==> config.mk <==
export PLATFORM = sky130hd
export DESIGN_NAME = pri_readout
export DESIGN_NICKNAME = d
export VERILOG_FILES = /design/src/rtl/pri_pkg.sv /design/src/rtl/pri_line_if.sv /design/src/rtl/pri_pin_sync.sv /design/src/rtl/pri_lp_timer.sv /design/src/rtl/pri_readout.sv
export SDC_FILE = /design/constraint.sdc
export NUM_CORES = 1
export LEC_CHECK = 0
export ABC_CLOCK_PERIOD_IN_PS = 2700
export BUFFER_PORTS_ARGS = -buffer_cell sky130_fd_sc_hd__buf_2
export CAP_MARGIN = 20
export CORE_UTILIZATION = 60
export CTS_BUF_LIST = sky130_fd_sc_hd__clkbuf_2
export DETAILED_ROUTE_END_ITERATION = 10
export PLACE_DENSITY = 0.85
export SKIP_CTS_REPAIR_TIMING = 1
export SLEW_MARGIN = 15
export SYNTH_ARGS = -nofsm -noshare
export SYNTH_HDL_FRONTEND = slang
export SYNTH_SLANG_ARGS = --single-unit
==> constraint.sdc <==
create_clock -name i_sys_clk -period 2.7 [get_ports i_sys_clk]
set_input_delay 0.54 -clock i_sys_clk [delete_from_list [all_inputs] [get_ports i_sys_clk]]
set_output_delay 0.54 -clock i_sys_clk [all_outputs]
set_load 0.02 [all_outputs]
==> src/rtl/pri_pkg.sv <==
// proximity readout package: command codes, field positions, reset values, timing
// assumes a 50 MHz system clock and a host on a two-wire command bus
package pri_pkg;

	// ********************************
	// command codes
	// ********************************
	localparam logic [7:0] CMD_CONF2 = 8'h03;
	localparam logic [7:0] CMD_THDL  = 8'h05;
	localparam logic [7:0] CMD_THDH  = 8'h06;
	localparam logic [7:0] CMD_CONF4 = 8'h08;
	localparam logic [7:0] CMD_COUNT = 8'hf8;
	localparam logic [7:0] CMD_FLAGS = 8'hf9;
	localparam logic [7:0] CMD_IDENT = 8'hfa;
	localparam logic [7:0] CMD_CAL   = 8'hfb;
	localparam logic [6:0] BUS_ADDR  = 7'h60;

	// ********************************
	// field positions
	// ********************************
	localparam int MODE_LSB    = 2;
	localparam int PERS_LSB    = 4;
	localparam int CAL_IRQ_BIT = 0;
	localparam int LP_EN_BIT   = 8;
	localparam int LP_PER_LSB  = 9;
	localparam int FLAG_CAL    = 13;
	localparam int FLAG_PROT   = 12;
	localparam int FLAG_NEAR   = 9;
	localparam int FLAG_FAR    = 8;
	localparam int CAL_BUSY    = 15;
	localparam int CAL_SUN     = 14;

	// ********************************
	// reset values and identity
	// ********************************
	localparam logic [15:0] CONF2_RESET = 16'h0000;
	localparam logic [15:0] CONF4_RESET = 16'h0000;
	localparam logic [11:0] THD_RESET   = 12'h000;
	localparam logic [7:0]  DEVICE_CODE = 8'h5a; // arbitrary value
	localparam logic [3:0]  VERSION     = 4'h1;  // arbitrary value
	localparam logic [1:0]  ADDR_OPTION = 2'h0;

	// ********************************
	// timing
	// ********************************
	localparam int unsigned CLK_HZ         = 50_000_000;
	localparam int unsigned LP_BASE_MS     = 40;
	localparam int unsigned LP_BASE_CYCLES = LP_BASE_MS * (CLK_HZ / 1000);

	typedef enum logic [1:0] {
		MODE_OFF   = 2'b00,
		MODE_LEVEL = 2'b01,
		MODE_FIRST = 2'b10,
		MODE_NORM  = 2'b11
	} pri_mode_type;

	typedef enum logic [7:0] {
		ST_IDLE  = 8'h01,
		ST_ADDR  = 8'h02,
		ST_AACK  = 8'h04,
		ST_CMD   = 8'h08,
		ST_CACK  = 8'h10,
		ST_WDATA = 8'h20,
		ST_WACK  = 8'h40,
		ST_RDATA = 8'h80
	} pri_state_type;

endpackage

==> src/rtl/pri_line_if.sv <==
// two-wire line events carried from the pin synchroniser to the command engine
// assumes both ends run on the system clock
`timescale 1ns/1ps
interface pri_line_if;
	logic sda;
	logic scl_rise;
	logic scl_fall;
	logic start;
	logic stop;
	modport src (output sda, output scl_rise, output scl_fall, output start, output stop);
	modport dst (input sda, input scl_rise, input scl_fall, input start, input stop);
endinterface

==> src/rtl/pri_pin_sync.sv <==
// synchroniser and edge finder for the two-wire pins
// assumes the pins are asynchronous to the system clock
`timescale 1ns/1ps
module pri_pin_sync (
	input  wire logic i_sys_clk,
	input  wire logic i_rstn,
	input  wire logic i_scl,
	input  wire logic i_sda,
	pri_line_if.src   line
);
	logic [1:0] meta;
	logic [1:0] sync;
	logic [1:0] prev;

	always_ff @(posedge i_sys_clk or negedge i_rstn)
	begin
		if (!i_rstn)
		begin
			meta <= 2'h3;
			sync <= 2'h3;
			prev <= 2'h3;
		end
		else
		begin
			meta <= {i_scl, i_sda};
			sync <= meta;
			prev <= sync;
		end
	end

	// bit 1 is the clock line, bit 0 the data line
	assign line.sda      = sync[0];
	assign line.scl_rise = sync[1] & ~prev[1];
	assign line.scl_fall = ~sync[1] & prev[1];
	assign line.start    = sync[1] & prev[1] & prev[0] & ~sync[0];
	assign line.stop     = sync[1] & prev[1] & ~prev[0] & sync[0];
endmodule

==> src/rtl/pri_lp_timer.sv <==
// low-power measurement period generator
// assumes a one-cycle tick is enough to start one measurement
`timescale 1ns/1ps
module pri_lp_timer #(
	parameter int unsigned P_BASE_CYCLES = pri_pkg::LP_BASE_CYCLES
) (
	input  wire logic       i_sys_clk,
	input  wire logic       i_rstn,
	input  wire logic       i_enable,
	input  wire logic [1:0] i_period,
	output logic            o_tick
);
	logic [31:0] base;
	logic [2:0]  mult;
	logic [31:0] next_base;
	logic [2:0]  next_mult;
	logic        next_tick;
	logic        base_end;

	// period is base times 1, 2, 4 or 8
	always_comb
	begin
		base_end  = (base == P_BASE_CYCLES - 1);
		next_base = base_end ? 32'h0 : base + 32'h1;
		next_mult = base_end ? mult + 3'h1 : mult;
		next_tick = base_end && (mult == 3'((4'h1 << i_period) - 4'h1));
		if (next_tick)
			next_mult = 3'h0;
		if (!i_enable)
		begin
			next_base = 32'h0;
			next_mult = 3'h0;
			next_tick = 1'b0;
		end
	end

	always_ff @(posedge i_sys_clk or negedge i_rstn)
	begin
		if (!i_rstn)
		begin
			base   <= 32'h0;
			mult   <= 3'h0;
			o_tick <= 1'b0;
		end
		else
		begin
			base   <= next_base;
			mult   <= next_mult;
			o_tick <= next_tick;
		end
	end
endmodule

==> src/rtl/pri_readout.sv <==
// proximity result readout, event flags and interrupt pin behind a two-wire command bus
// assumes the measuring core delivers counts and calibration status on the system clock
`timescale 1ns/1ps

module pri_readout #(
	parameter int unsigned P_LP_BASE_CYCLES = pri_pkg::LP_BASE_CYCLES
) (
	input  wire logic        i_sys_clk,
	input  wire logic        i_rstn,
	input  wire logic        i_scl,
	input  wire logic        i_sda,
	output logic             o_sda_out,
	output logic             o_sda_oe,
	output logic             o_int_out,
	output logic             o_int_oe,
	input  wire logic        i_meas_valid,
	input  wire logic [11:0] i_meas_count,
	input  wire logic        i_cal_busy,
	input  wire logic        i_cal_done,
	input  wire logic        i_cal_sun,
	input  wire logic [11:0] i_cal_data,
	input  wire logic        i_protect_entry,
	output logic             o_meas_start
);
	pri_line_if line ();

	pri_pin_sync u_sync (
		.i_sys_clk (i_sys_clk),
		.i_rstn    (i_rstn),
		.i_scl     (i_scl),
		.i_sda     (i_sda),
		.line      (line.src)
	);

	logic [15:0] conf4;

	pri_lp_timer #(
		.P_BASE_CYCLES (P_LP_BASE_CYCLES)
	) u_timer (
		.i_sys_clk (i_sys_clk),
		.i_rstn    (i_rstn),
		.i_enable  (conf4[pri_pkg::LP_EN_BIT]),
		.i_period  (conf4[pri_pkg::LP_PER_LSB +: 2]),
		.o_tick    (o_meas_start)
	);

	// ********************************
	// read decode
	// ********************************
	logic [15:0] conf2;
	logic [11:0] thdl;
	logic [11:0] thdh;
	logic [11:0] count;
	logic [15:0] flags;
	logic [11:0] cal_data;
	logic        cal_sun;
	logic        cal_busy_d;

	function automatic logic [15:0] read_word(input logic [7:0] code);
		case (code)
			pri_pkg::CMD_CONF2: read_word = conf2;
			pri_pkg::CMD_THDL:  read_word = {4'h0, thdl};
			pri_pkg::CMD_THDH:  read_word = {4'h0, thdh};
			pri_pkg::CMD_CONF4: read_word = conf4;
			pri_pkg::CMD_COUNT: read_word = {4'h0, count};
			pri_pkg::CMD_FLAGS: read_word = flags;
			pri_pkg::CMD_IDENT: read_word = {2'h0, pri_pkg::ADDR_OPTION,
				pri_pkg::VERSION, pri_pkg::DEVICE_CODE};
			pri_pkg::CMD_CAL:   read_word = {i_cal_busy, cal_sun, 2'h0, cal_data};
			default:            read_word = 16'h0000;
		endcase
	endfunction

	// ********************************
	// command engine
	// ********************************
	pri_pkg::pri_state_type state;
	pri_pkg::pri_state_type next_state;
	logic [3:0]  bitc;
	logic [3:0]  next_bitc;
	logic [7:0]  shreg;
	logic [7:0]  next_shreg;
	logic [7:0]  cmd;
	logic [7:0]  next_cmd;
	logic [7:0]  wlow;
	logic [7:0]  next_wlow;
	logic [15:0] rword;
	logic [15:0] next_rword;
	logic        byte_hi;
	logic        next_byte_hi;
	logic        rw;
	logic        next_rw;
	logic        ack_phase;
	logic        next_ack_phase;
	logic        next_sda_oe;
	logic        wr_pulse;
	logic        rd_pulse;

	always_comb
	begin
		next_state     = state;
		next_bitc      = bitc;
		next_shreg     = shreg;
		next_cmd       = cmd;
		next_wlow      = wlow;
		next_rword     = rword;
		next_byte_hi   = byte_hi;
		next_rw        = rw;
		next_ack_phase = ack_phase;
		next_sda_oe    = o_sda_oe;
		wr_pulse       = 1'b0;
		rd_pulse       = 1'b0;
		if (line.start)
		begin
			next_state  = pri_pkg::ST_ADDR;
			next_bitc   = 4'h0;
			next_sda_oe = 1'b0;
		end
		else if (line.stop)
		begin
			next_state  = pri_pkg::ST_IDLE;
			next_sda_oe = 1'b0;
		end
		else if (line.scl_rise)
		begin
			if (state == pri_pkg::ST_RDATA)
			begin
				if (ack_phase)
					next_rw = ~line.sda; // host acknowledged, keep reading
			end
			else if (state == pri_pkg::ST_ADDR || state == pri_pkg::ST_CMD ||
				state == pri_pkg::ST_WDATA)
			begin
				next_shreg = {shreg[6:0], line.sda};
				next_bitc  = bitc + 4'h1;
			end
		end
		else if (line.scl_fall)
		begin
			case (state)
				pri_pkg::ST_ADDR:
					if (bitc == 4'h8)
					begin
						if (shreg[7:1] == pri_pkg::BUS_ADDR)
						begin
							next_state  = pri_pkg::ST_AACK;
							next_rw     = shreg[0];
							next_sda_oe = 1'b1;
						end
						else
							next_state = pri_pkg::ST_IDLE;
					end
				pri_pkg::ST_CMD:
					if (bitc == 4'h8)
					begin
						next_state   = pri_pkg::ST_CACK;
						next_cmd     = shreg;
						next_byte_hi = 1'b0;
						next_sda_oe  = 1'b1;
					end
				pri_pkg::ST_WDATA:
					if (bitc == 4'h8)
					begin
						next_state  = pri_pkg::ST_WACK;
						next_sda_oe = 1'b1;
						if (byte_hi)
							wr_pulse = 1'b1;
						else
							next_wlow = shreg;
					end
				pri_pkg::ST_AACK:
					if (rw)
					begin
						// whole word latched so both bytes belong together
						next_rword     = read_word(cmd);
						rd_pulse       = 1'b1;
						next_byte_hi   = 1'b0;
						next_state     = pri_pkg::ST_RDATA;
						next_sda_oe    = ~next_rword[7];
						next_shreg     = {next_rword[6:0], 1'b0};
						next_bitc      = 4'h1;
						next_ack_phase = 1'b0;
					end
					else
					begin
						next_state  = pri_pkg::ST_CMD;
						next_bitc   = 4'h0;
						next_sda_oe = 1'b0;
					end
				pri_pkg::ST_CACK, pri_pkg::ST_WACK:
				begin
					if (state == pri_pkg::ST_WACK)
						next_byte_hi = ~byte_hi;
					next_state  = pri_pkg::ST_WDATA;
					next_bitc   = 4'h0;
					next_sda_oe = 1'b0;
				end
				pri_pkg::ST_RDATA:
					if (ack_phase)
					begin
						next_ack_phase = 1'b0;
						if (rw)
						begin
							next_byte_hi = ~byte_hi;
							rd_pulse     = byte_hi;
							if (byte_hi)
								next_rword = read_word(cmd);
							next_shreg  = byte_hi ? {next_rword[6:0], 1'b0} : {rword[14:8], 1'b0};
							next_sda_oe = byte_hi ? ~next_rword[7] : ~rword[15];
							next_bitc   = 4'h1;
						end
						else
							next_state = pri_pkg::ST_IDLE;
					end
					else if (bitc == 4'h8)
					begin
						next_sda_oe    = 1'b0;
						next_ack_phase = 1'b1;
					end
					else
					begin
						next_sda_oe = ~shreg[7];
						next_shreg  = {shreg[6:0], 1'b0};
						next_bitc   = bitc + 4'h1;
					end
				default: next_state = pri_pkg::ST_IDLE;
			endcase
		end
	end

	always_ff @(posedge i_sys_clk or negedge i_rstn)
	begin
		if (!i_rstn)
		begin
			state     <= pri_pkg::ST_IDLE;
			bitc      <= 4'h0;
			shreg     <= 8'h00;
			cmd       <= 8'h00;
			wlow      <= 8'h00;
			rword     <= 16'h0000;
			byte_hi   <= 1'b0;
			rw        <= 1'b0;
			ack_phase <= 1'b0;
			o_sda_oe  <= 1'b0;
			o_sda_out <= 1'b0;
		end
		else
		begin
			state     <= next_state;
			bitc      <= next_bitc;
			shreg     <= next_shreg;
			cmd       <= next_cmd;
			wlow      <= next_wlow;
			rword     <= next_rword;
			byte_hi   <= next_byte_hi;
			rw        <= next_rw;
			ack_phase <= next_ack_phase;
			o_sda_oe  <= next_sda_oe;
			o_sda_out <= 1'b0;
		end
	end

	// ********************************
	// threshold and persistence
	// ********************************
	pri_pkg::pri_mode_type mode;
	logic [2:0] pers_len;
	logic [1:0] hit;
	logic [1:0] persist;
	logic [2:0] run [2];

	assign mode     = pri_pkg::pri_mode_type'(conf2[pri_pkg::MODE_LSB +: 2]);
	assign pers_len = {1'b0, conf2[pri_pkg::PERS_LSB +: 2]} + 3'h1;
	// level mode switches on reaching the upper threshold
	assign hit[1] = (mode == pri_pkg::MODE_LEVEL) ? (i_meas_count >= thdh)
		: (i_meas_count > thdh);
	assign hit[0] = i_meas_count < thdl;

	genvar g;
	generate
		for (g = 0; g < 2; g++)
		begin : gen_pers
			logic [2:0] next_run;
			always_comb
			begin
				next_run = run[g];
				if (i_meas_valid)
					next_run = !hit[g] ? 3'h0 : (run[g] == pers_len) ? run[g] : run[g] + 3'h1;
				persist[g] = i_meas_valid && hit[g] && (next_run == pers_len);
			end
			always_ff @(posedge i_sys_clk or negedge i_rstn)
			begin
				if (!i_rstn)
					run[g] <= 3'h0;
				else
					run[g] <= next_run;
			end
		end
	endgenerate

	// ********************************
	// events, flags and interrupt pin
	// ********************************
	logic        near_state;
	logic        seen;
	logic        int_level;
	logic        close_ev;
	logic        far_ev;
	logic        next_near;
	logic        next_seen;
	logic        next_level;
	logic [15:0] set_bits;
	logic [15:0] irq_mask;
	logic [15:0] next_flags;
	logic [15:0] next_conf2;
	logic [15:0] next_conf4;
	logic [11:0] next_thdl;
	logic [11:0] next_thdh;
	logic [11:0] next_count;
	logic [11:0] next_cal_data;
	logic        next_cal_sun;
	logic        next_int_oe;
	logic        latched;

	always_comb
	begin
		latched  = (mode == pri_pkg::MODE_FIRST) || (mode == pri_pkg::MODE_NORM);
		// inside the band neither edge fires; only crossings do, plus the first far result in normal mode
		close_ev = latched && persist[1] && !near_state;
		far_ev   = latched && persist[0] && (near_state ||
			(mode == pri_pkg::MODE_NORM && !seen));
		next_near  = close_ev ? 1'b1 : far_ev ? 1'b0 : near_state;
		next_seen  = seen | close_ev | far_ev;
		next_level = int_level;
		if (mode != pri_pkg::MODE_LEVEL)
			next_level = 1'b0;
		else if (persist[1])
			next_level = 1'b1;
		else if (persist[0])
			next_level = 1'b0;
		set_bits = 16'h0000;
		set_bits[pri_pkg::FLAG_CAL]  = i_cal_done;
		set_bits[pri_pkg::FLAG_PROT] = i_protect_entry;
		set_bits[pri_pkg::FLAG_NEAR] = close_ev;
		set_bits[pri_pkg::FLAG_FAR]  = far_ev;
		irq_mask = 16'h0000;
		irq_mask[pri_pkg::FLAG_CAL]  = conf4[pri_pkg::CAL_IRQ_BIT];
		irq_mask[pri_pkg::FLAG_NEAR] = 1'b1;
		irq_mask[pri_pkg::FLAG_FAR]  = 1'b1;
		// a new event in the clearing cycle survives
		next_flags = ((rd_pulse && cmd == pri_pkg::CMD_FLAGS) ? 16'h0000 : flags)
			| set_bits;
		next_int_oe = (mode == pri_pkg::MODE_LEVEL) ? next_level
			: |(next_flags & irq_mask);
		next_conf2 = conf2;
		next_conf4 = conf4;
		next_thdl  = thdl;
		next_thdh  = thdh;
		if (wr_pulse)
			case (cmd)
				pri_pkg::CMD_CONF2: next_conf2 = {shreg, wlow};
				pri_pkg::CMD_THDL:  next_thdl  = {shreg[3:0], wlow};
				pri_pkg::CMD_THDH:  next_thdh  = {shreg[3:0], wlow};
				pri_pkg::CMD_CONF4: next_conf4 = {shreg, wlow};
				default: ;
			endcase
		next_count    = i_meas_valid ? i_meas_count : count;
		next_cal_data = i_cal_done ? i_cal_data : cal_data;
		next_cal_sun  = (i_cal_busy && !cal_busy_d) ? 1'b0
			: (cal_sun | (i_cal_busy & i_cal_sun));
	end

	always_ff @(posedge i_sys_clk or negedge i_rstn)
	begin
		if (!i_rstn)
		begin
			conf2      <= pri_pkg::CONF2_RESET;
			conf4      <= pri_pkg::CONF4_RESET;
			thdl       <= pri_pkg::THD_RESET;
			thdh       <= pri_pkg::THD_RESET;
			count      <= 12'h000;
			flags      <= 16'h0000;
			cal_data   <= 12'h000;
			cal_sun    <= 1'b0;
			cal_busy_d <= 1'b0;
			near_state <= 1'b0;
			seen       <= 1'b0;
			int_level  <= 1'b0;
			o_int_oe   <= 1'b0;
			o_int_out  <= 1'b0;
		end
		else
		begin
			conf2      <= next_conf2;
			conf4      <= next_conf4;
			thdl       <= next_thdl;
			thdh       <= next_thdh;
			count      <= next_count;
			flags      <= next_flags;
			cal_data   <= next_cal_data;
			cal_sun    <= next_cal_sun;
			cal_busy_d <= i_cal_busy;
			near_state <= next_near;
			seen       <= next_seen;
			int_level  <= next_level;
			o_int_oe   <= next_int_oe;
			o_int_out  <= 1'b0;
		end
	end
endmodule

Word level (Yosys, flattened, before mapping)
Index checks and enable logic that the tools add are counted.
- register bits: 206
- bits of input ports: 33
- output and inout bits: 5
- logic and storage cells: 289
- add/sub/neg operators: 7
- order comparisons: 3
- equality and inequality tests: 55
- shifts and indexed selects: 1
- multiplexer cells: 117
- bitwise logic cells: 25
- reduce and logical (&&, ||, !) cells: 49
- operator list (cell ; number):
    $mux 16 ; 18
    $mux 8 ; 19
    $pmux 16 s8 ; 1
    $mux 32 ; 2
    $mux 1 ; 50
    $pmux 8 s6 ; 1
    $eq 8x8->1 const B ; 5
    $mux 4 ; 9
    $add 32x1->32 const B ; 1
    $eq 32x21->1 const B ; 1
    $pmux 16 s2 ; 1
    $mux 3 ; 10
    $reduce_and 7->1 ; 4
    $eq 8x3->1 const B ; 3
    $reduce_and 9->1 ; 2
    $and 16x14->16 ; 1
    $eq 8x2->1 const B ; 2
    $eq 8x4->1 const B ; 2
    $ne 4x3->1 const B ; 4
    $ne 4x4->1 const B ; 4
    $or 16x14->16 ; 1
    $pmux 8 s2 ; 1
    $reduce_and 8->1 ; 2
    $reduce_or 16->1 ; 1
    42 further kinds ; 112

Longest topological paths before layout
- depth in word-level cells: 19
- gate-level depth with buffers: 11
- mapped depth without buffers: 8

Modules after synthesis
A second synthesis with hierarchy kept.
- cell total of the unflattened synthesis: 985
- area, all modules: 10168.5 µm²
- modules (own cells, without submodules) (module ; times used ; cells each ; area each (µm²) ; sequential area each (µm²)):
    pri_readout ; 1 ; 762 ; 7977.7 ; 3604.7
    pri_lp_timer ; 1 ; 213 ; 2000.7 ; 900.9
    pri_pin_sync ; 1 ; 10 ; 190.2 ; 157.7

Least setup slack after synthesis
OpenSTA, ideal clock, no wires.
- path type: register -> register
- start point: reg u_sync.prev[1]
- end point: reg conf2[10]
- setup time: 0.125 ns
- arrival time: 2.343 ns
- required time: 2.575 ns
- setup slack: 0.232 ns
- cell stages (with the launch flop): 12
- buffers on the path: 3
- clock period less this slack: 2.468 ns
- cells stage by stage: dfstp_2 -> inv_1 -> ha_1 -> buf_2 -> nor2b_1 -> nand3_1 -> nor2_1 -> and3_1 -> clkbuf_1 -> nand2_1 -> buf_2 -> mux2_2
- cells in the longest elaborated chain, start to end: 6
- elaborated cells on any way between the ends: 13
- classes of those cells: mux: 4; bitwise: 8; reduce/logical: 1
- ends and longest elaborated chain (item ; line ; text):
    start: declaration ; pri_pin_sync.sv:13 ; logic [1:0] prev;
    start signal: assignment ; pri_pin_sync.sv:27 ; prev <= sync;
    $and 1x1->1 (tied with other cells) ; pri_pin_sync.sv:34 ; assign line.scl_fall = ~sync[1] & prev[1];
    $mux 1 (tied with other cells) ; pri_readout.sv:138 ; else if (line.scl_fall)
    $mux 1 / $and 1x1->1 (equally long branches) ; pri_readout.sv:124, pri_pin_sync.sv:36 ;
    $mux 1 ; pri_readout.sv:119 ; else if (line.stop)
    $mux 1 * ; pri_readout.sv:113 ; if (line.start)
    $reduce_and 2->1 (no source line) * ; -- ;
    end signal: assignment ; pri_readout.sv:377 ; conf2 <= pri_pkg::CONF2_RESET;
    end signal: assignment ; pri_readout.sv:394 ; conf2 <= next_conf2;
    end: declaration ; pri_readout.sv:50 ; logic [15:0] conf2;
Every way passes the cells marked *; elsewhere a longest branch is shown, timed or not.
A chain may end at the register's enable or synchronous reset.

Final worst setup path
- start point: reg u_sync.prev[1]
- end point: reg shreg[4]
- cells in the longest elaborated chain, start to end: 5
- elaborated cells on any way between the ends: 17
- classes of those cells: eq/ne: 3; mux: 1; bitwise: 10; reduce/logical: 3
- ends and longest elaborated chain (item ; line ; text):
    $and 1x1->1 ; pri_pin_sync.sv:35, pri_pin_sync.sv:36 ;
    $and 1x1->1 (on tied branches) (2 in a row) ; pri_pin_sync.sv:36, pri_pin_sync.sv:35 ;
    $not 1->1 (no source line) ; -- ;
    $reduce_and 9->1 (no source line) ; -- ;
    end signal: assignment ; pri_readout.sv:251 ; shreg <= next_shreg;
    end: declaration ; pri_readout.sv:81 ; logic [7:0] shreg;
Several ways; a longest one is shown, not always the timed one.

==> summary by stage <==
Layout
The filler cells instantiated in the layout total 1204. The number of nets in the finished design is 1102. The post-synthesis to final-layout area growth is 11.22%.

After the flow finishes, the layout carries non-filler instances totaling 1264. The total inserted antenna cells is 0. Leaving out fill and tap cells, the most frequent cells in the layout are 179 x sky130_fd_sc_hd__dfrtp_1, 97 x sky130_fd_sc_hd__mux2_2, 77 x sky130_fd_sc_hd__nor2_1, 68 x sky130_fd_sc_hd__nand2_1, 50 x sky130_fd_sc_hd__nand3_1. The fraction of layout cells with a size suffix above 1 is 22.14%.

The most common library cell in the layout ignoring fill and taps is sky130_fd_sc_hd__dfrtp_1.

CTS
The longest clock path from root to sink contains 2 buffers. The maximum level of the CTS H-tree is 4. Clock tree synthesis inserted a total of 17 buffers. The clock net in this run drives a total of 186 sinks.

The clock insertion delay at the later pin of the skew report is 830 ps. TritonCTS built the clock tree. The clock-pin slew on the worst setup and hold paths is 300 ps. In this run the clock root is driven by a sky130_fd_sc_hd__clkbuf_2.

Drt
The number of remaining DRC errors is 0. The detailed route wirelength on metal2 is 11.37 mm. The first-iteration detailed-routing DRC count is 931. The highest metal layer carrying signal wires in the routed design is met4. The met1 wire length is 10.44 mm. Wire segments on met3 add up to 1.570 mm in the final route. The wire length per cell after detailed routing is 18.99 µm. Wires add up to 24.01 mm. The average vias per placed instance is 6.239. The first detailed-routing pass ran for 5 iterations. The routed layout has 7886 vias.

The remaining antenna violation count after routing is 0.

Logic synthesis
The number of synthesized flops with an enable pin is 0. The primary flip-flop cell chosen by synthesis mapping is sky130_fd_sc_hd__dfrtp_1. After synthesis, the largest area contributor takes up 45.07% of total cell area. Yosys attributes the largest share of cell area to sky130_fd_sc_hd__dfrtp_1 45%, sky130_fd_sc_hd__mux2_2 11%, sky130_fd_sc_hd__ha_1 4.3%. The async set-reset flop share out of synthesis is 100.0%. The synthesized instance count is 959. The cell area that synthesis handed to floorplanning was 0.009940 mm². The total of flip-flops plus latches after synthesis is 186.

Each instance of the synthesized netlist takes up on average 10.36 µm². During synthesis, Yosys emitted a total of 0 warnings. The biggest area contributor in the post-synthesis netlist is sky130_fd_sc_hd__dfrtp_1. The sequential fraction of the synthesis area is 46.92%.

The count of distinct cell types in the synthesized netlist is 75.

GRT
The first global-routing pass estimated 37.89 mm of wire. The total routing usage reported by global routing is 29.24%. The remaining global-route overflow is 0. Entering global routing, the biggest net connects 69 pins. The number of antenna violations at the first check in global routing is 0.

The via count of the first global-routing pass is 7356.

Worst setup path
In this run the critical register-to-register path is launched from u_sync.prev[1]. For this run, the slowest stage of the critical path takes 610 ps. Of all nets on the critical path, the largest fanout is 17.

For this design, the slowest cell found on the critical path is sky130_fd_sc_hd__dfstp_2. Measured in cells, the most critical reg-to-reg path has a length of 8. The nature of the critical path endpoint is a flop. The total number of cells along the worst setup path is 8. The worst setup path is of the reg -> reg kind. The beginning of the critical path is u_sync.prev[1]. Across all register-to-register paths, the minimum setup slack is 160 ps.

At the worst endpoint, the arrival time is 3290 ps. The capture point of the critical path is shreg[4]. The startpoint kind of the worst setup timing path is a flop. In this run the critical register-to-register path is captured at shreg[4].

Broken down by cell family, the worst path's largest delay share belongs to compound AO/OA/AOI/OAI gates. Walking the worst path, the cells encountered are inv_1 > ha_1 > buf_4 > a311oi_1 > nor4_2 > a2111o_2 > nor2_2 > a221o_1. At the worst endpoint, the required time is 3450 ps. The number of buffer and inverter stages on the critical path is 2.

Timing
The final setup violation count is 0. The post-route fraction of the period consumed by the critical path is 94.03%. Setup repair after global routing left no endpoint under its margin. The clock arrives with 45.68 ps of skew.

The number of slew-limit violations in the final report is 0. The relative slew slack is 63.77%. In the final timing run, aggregate negative setup slack is 0 ps.

The least setup slack across all paths after layout is 161.1 ps. The worst path in the final design needs a cycle of 2539 ps, including I/O delays and setup. On the final layout, the worst hold slack is 115.3 ps. The maximum achievable frequency is 393.9 MHz.

The slew at the pin closest to its max-slew limit is 538.9 ps. The final hold violation count is 0.

Job
The reported max-cap violation count is 0.

Placement
The congestion estimate from routability-driven global placement came to 0.9454. The count of buffers inserted at the top-level ports is 35. At the placement stage, the worst setup path has a slack of 112.5 ps. The half-perimeter wire length after placement is 16.68 mm. In this run, placement finished with an instance count of 1202.

Power
The worst-case IR drop observed on VDD is 0.3479 mV. The cell area power density is 462.1 mW/mm². The sum of internal, switching and leakage power is 5.108 mW.

The analysis attributes to cell leakage a power of 5.074 nW.

Floorplan
The initial standard-cell utilization of the core is 62.12%. The standard-cell row count is 46. The floorplan core area is 0.01600 mm². The full die area is 0.01709 mm². For this design the top-level I/O count stands at 38. From left edge to right edge, the die measures 130.7 µm. The floorplan step set the die height to 130.7 µm.

Min path
The class of the tightest hold or removal check is in -> async.

Run status
The run finished with clean final reports.
## per-stage QoR
stage          area (µm²)  utilization, %
2_1_floorplan        9943               -
3_3_place_gp        10490           65.58
3_5_place_dp        10490           65.58
4_1_cts             10740           67.10
5_1_grt             11050           69.09
6_report            11050           69.09
## cell families (layout without fill, tap and decap cells)
logic type               Yosys count  after routing  synth area share, %
AND/OR/NAND/NOR                  320            320                16.75
flip-flops                       186            186                46.92
AO/OA/AOI/OAI                    176            176                12.58
multiplexers                     104            104                11.69
buffers and inverters             99            187                4.305
XOR/XNOR                          39             39                3.436
adder cells (fa/ha/maj)           34             34                4.280
other                              1              2              0.03773
## flip-flops by register name, indices dropped and copies added (netlist names), 2 cells and up
| signal | flops |
|---|---|
| u_timer.base | 32 |
| conf2 | 16 |
| conf4 | 16 |
| cal_data | 12 |
| count | 12 |
| thdh | 12 |
| thdl | 12 |
| cmd | 8 |
| rword | 8 |
| shreg | 8 |
| state | 8 |
| wlow | 8 |
| run | 6 |
| bitc | 4 |
| flags | 4 |
| u_timer.mult | 3 |
| u_sync.meta | 2 |
| u_sync.prev | 2 |
| u_sync.sync | 2 |
## layout make-up
class	instances	area (µm²)	area share (%)
multi-input combinational	675	4876	44.11
sequential	186	4663	42.18
timing repair buffer	106	817.0	7.391
tap	216	270.3	2.445
inverter	49	183.9	1.664
clock inverter	15	158.9	1.437
clock buffer	17	85.08	0.7697
## report_power, final
group	switching, mW	internal (mW)	leakage [nW]	total, mW
sequential	0.0967	2.89	2.47	2.99
clock	1.11	0.303	0.144	1.41
combinational	0.391	0.319	2.46	0.710
total	1.60	3.51	5.07	5.11
## metal layers
| layer | GRT usage (%) | vias up |
|---|---|---|
| li1 | - | 3618 |
| met4 | 9.398 | 0 |
| met1 | 40.30 | 3863 |
| met2 | 47.06 | 334 |
| met3 | 5.415 | 71 |
| met5 | 0 | - |
## synth_stat cells (all sizes together), types with 3 or more instances
master / count
nor2b: 12
inv: 49
xor2: 22
nor4b: 3
nor3: 16
mux2i: 7
o31ai: 3
mux2: 97
o21ai: 40
a21o: 13
and4: 8
a21oi: 31
a22o: 21
buf: 23
and2: 9
nor2: 78
dfstp: 7
a32o: 3
a22oi: 12
or3: 10
a21boi: 5
nand3: 50
and3: 18
nand2: 68
dfrtp: 179
o311ai: 7
nand3b: 3
a222oi: 4
or2: 3
o2111ai: 4
clkbuf: 27
nor4: 10
nand4: 20
a31oi: 3
o211ai: 3
or4: 4
a221o: 7
xnor2: 17
ha: 34
## how the worst min path moves through the flow
| stage | to | start | slack, ps |
|---|---|---|---|
| 3_5_place_dp | u_sync.sync[1] | u_sync.meta[1] | 350 |
| 3_3_place_gp | u_sync.sync[0] | u_sync.meta[0] | 350 |
| 6_report | thdl[6] | i_rstn | 120 |
| 4_1_cts | count[2] | i_rstn | -500 |
| 5_1_grt | count[2] | i_rstn | 70 |
| 2_1_floorplan | ack_phase | i_rstn | 240 |
## worst register-to-register path: stages, from the launching register on
cell and delay, ps:
sky130_fd_sc_hd__dfstp_2 610, sky130_fd_sc_hd__inv_1 50, sky130_fd_sc_hd__ha_1 220, sky130_fd_sc_hd__buf_4 180, sky130_fd_sc_hd__a311oi_1 280, sky130_fd_sc_hd__nor4_2 100
sky130_fd_sc_hd__a2111o_2 600, sky130_fd_sc_hd__nor2_2 280, sky130_fd_sc_hd__a221o_1 190
(Power assumes the default switching activity.)
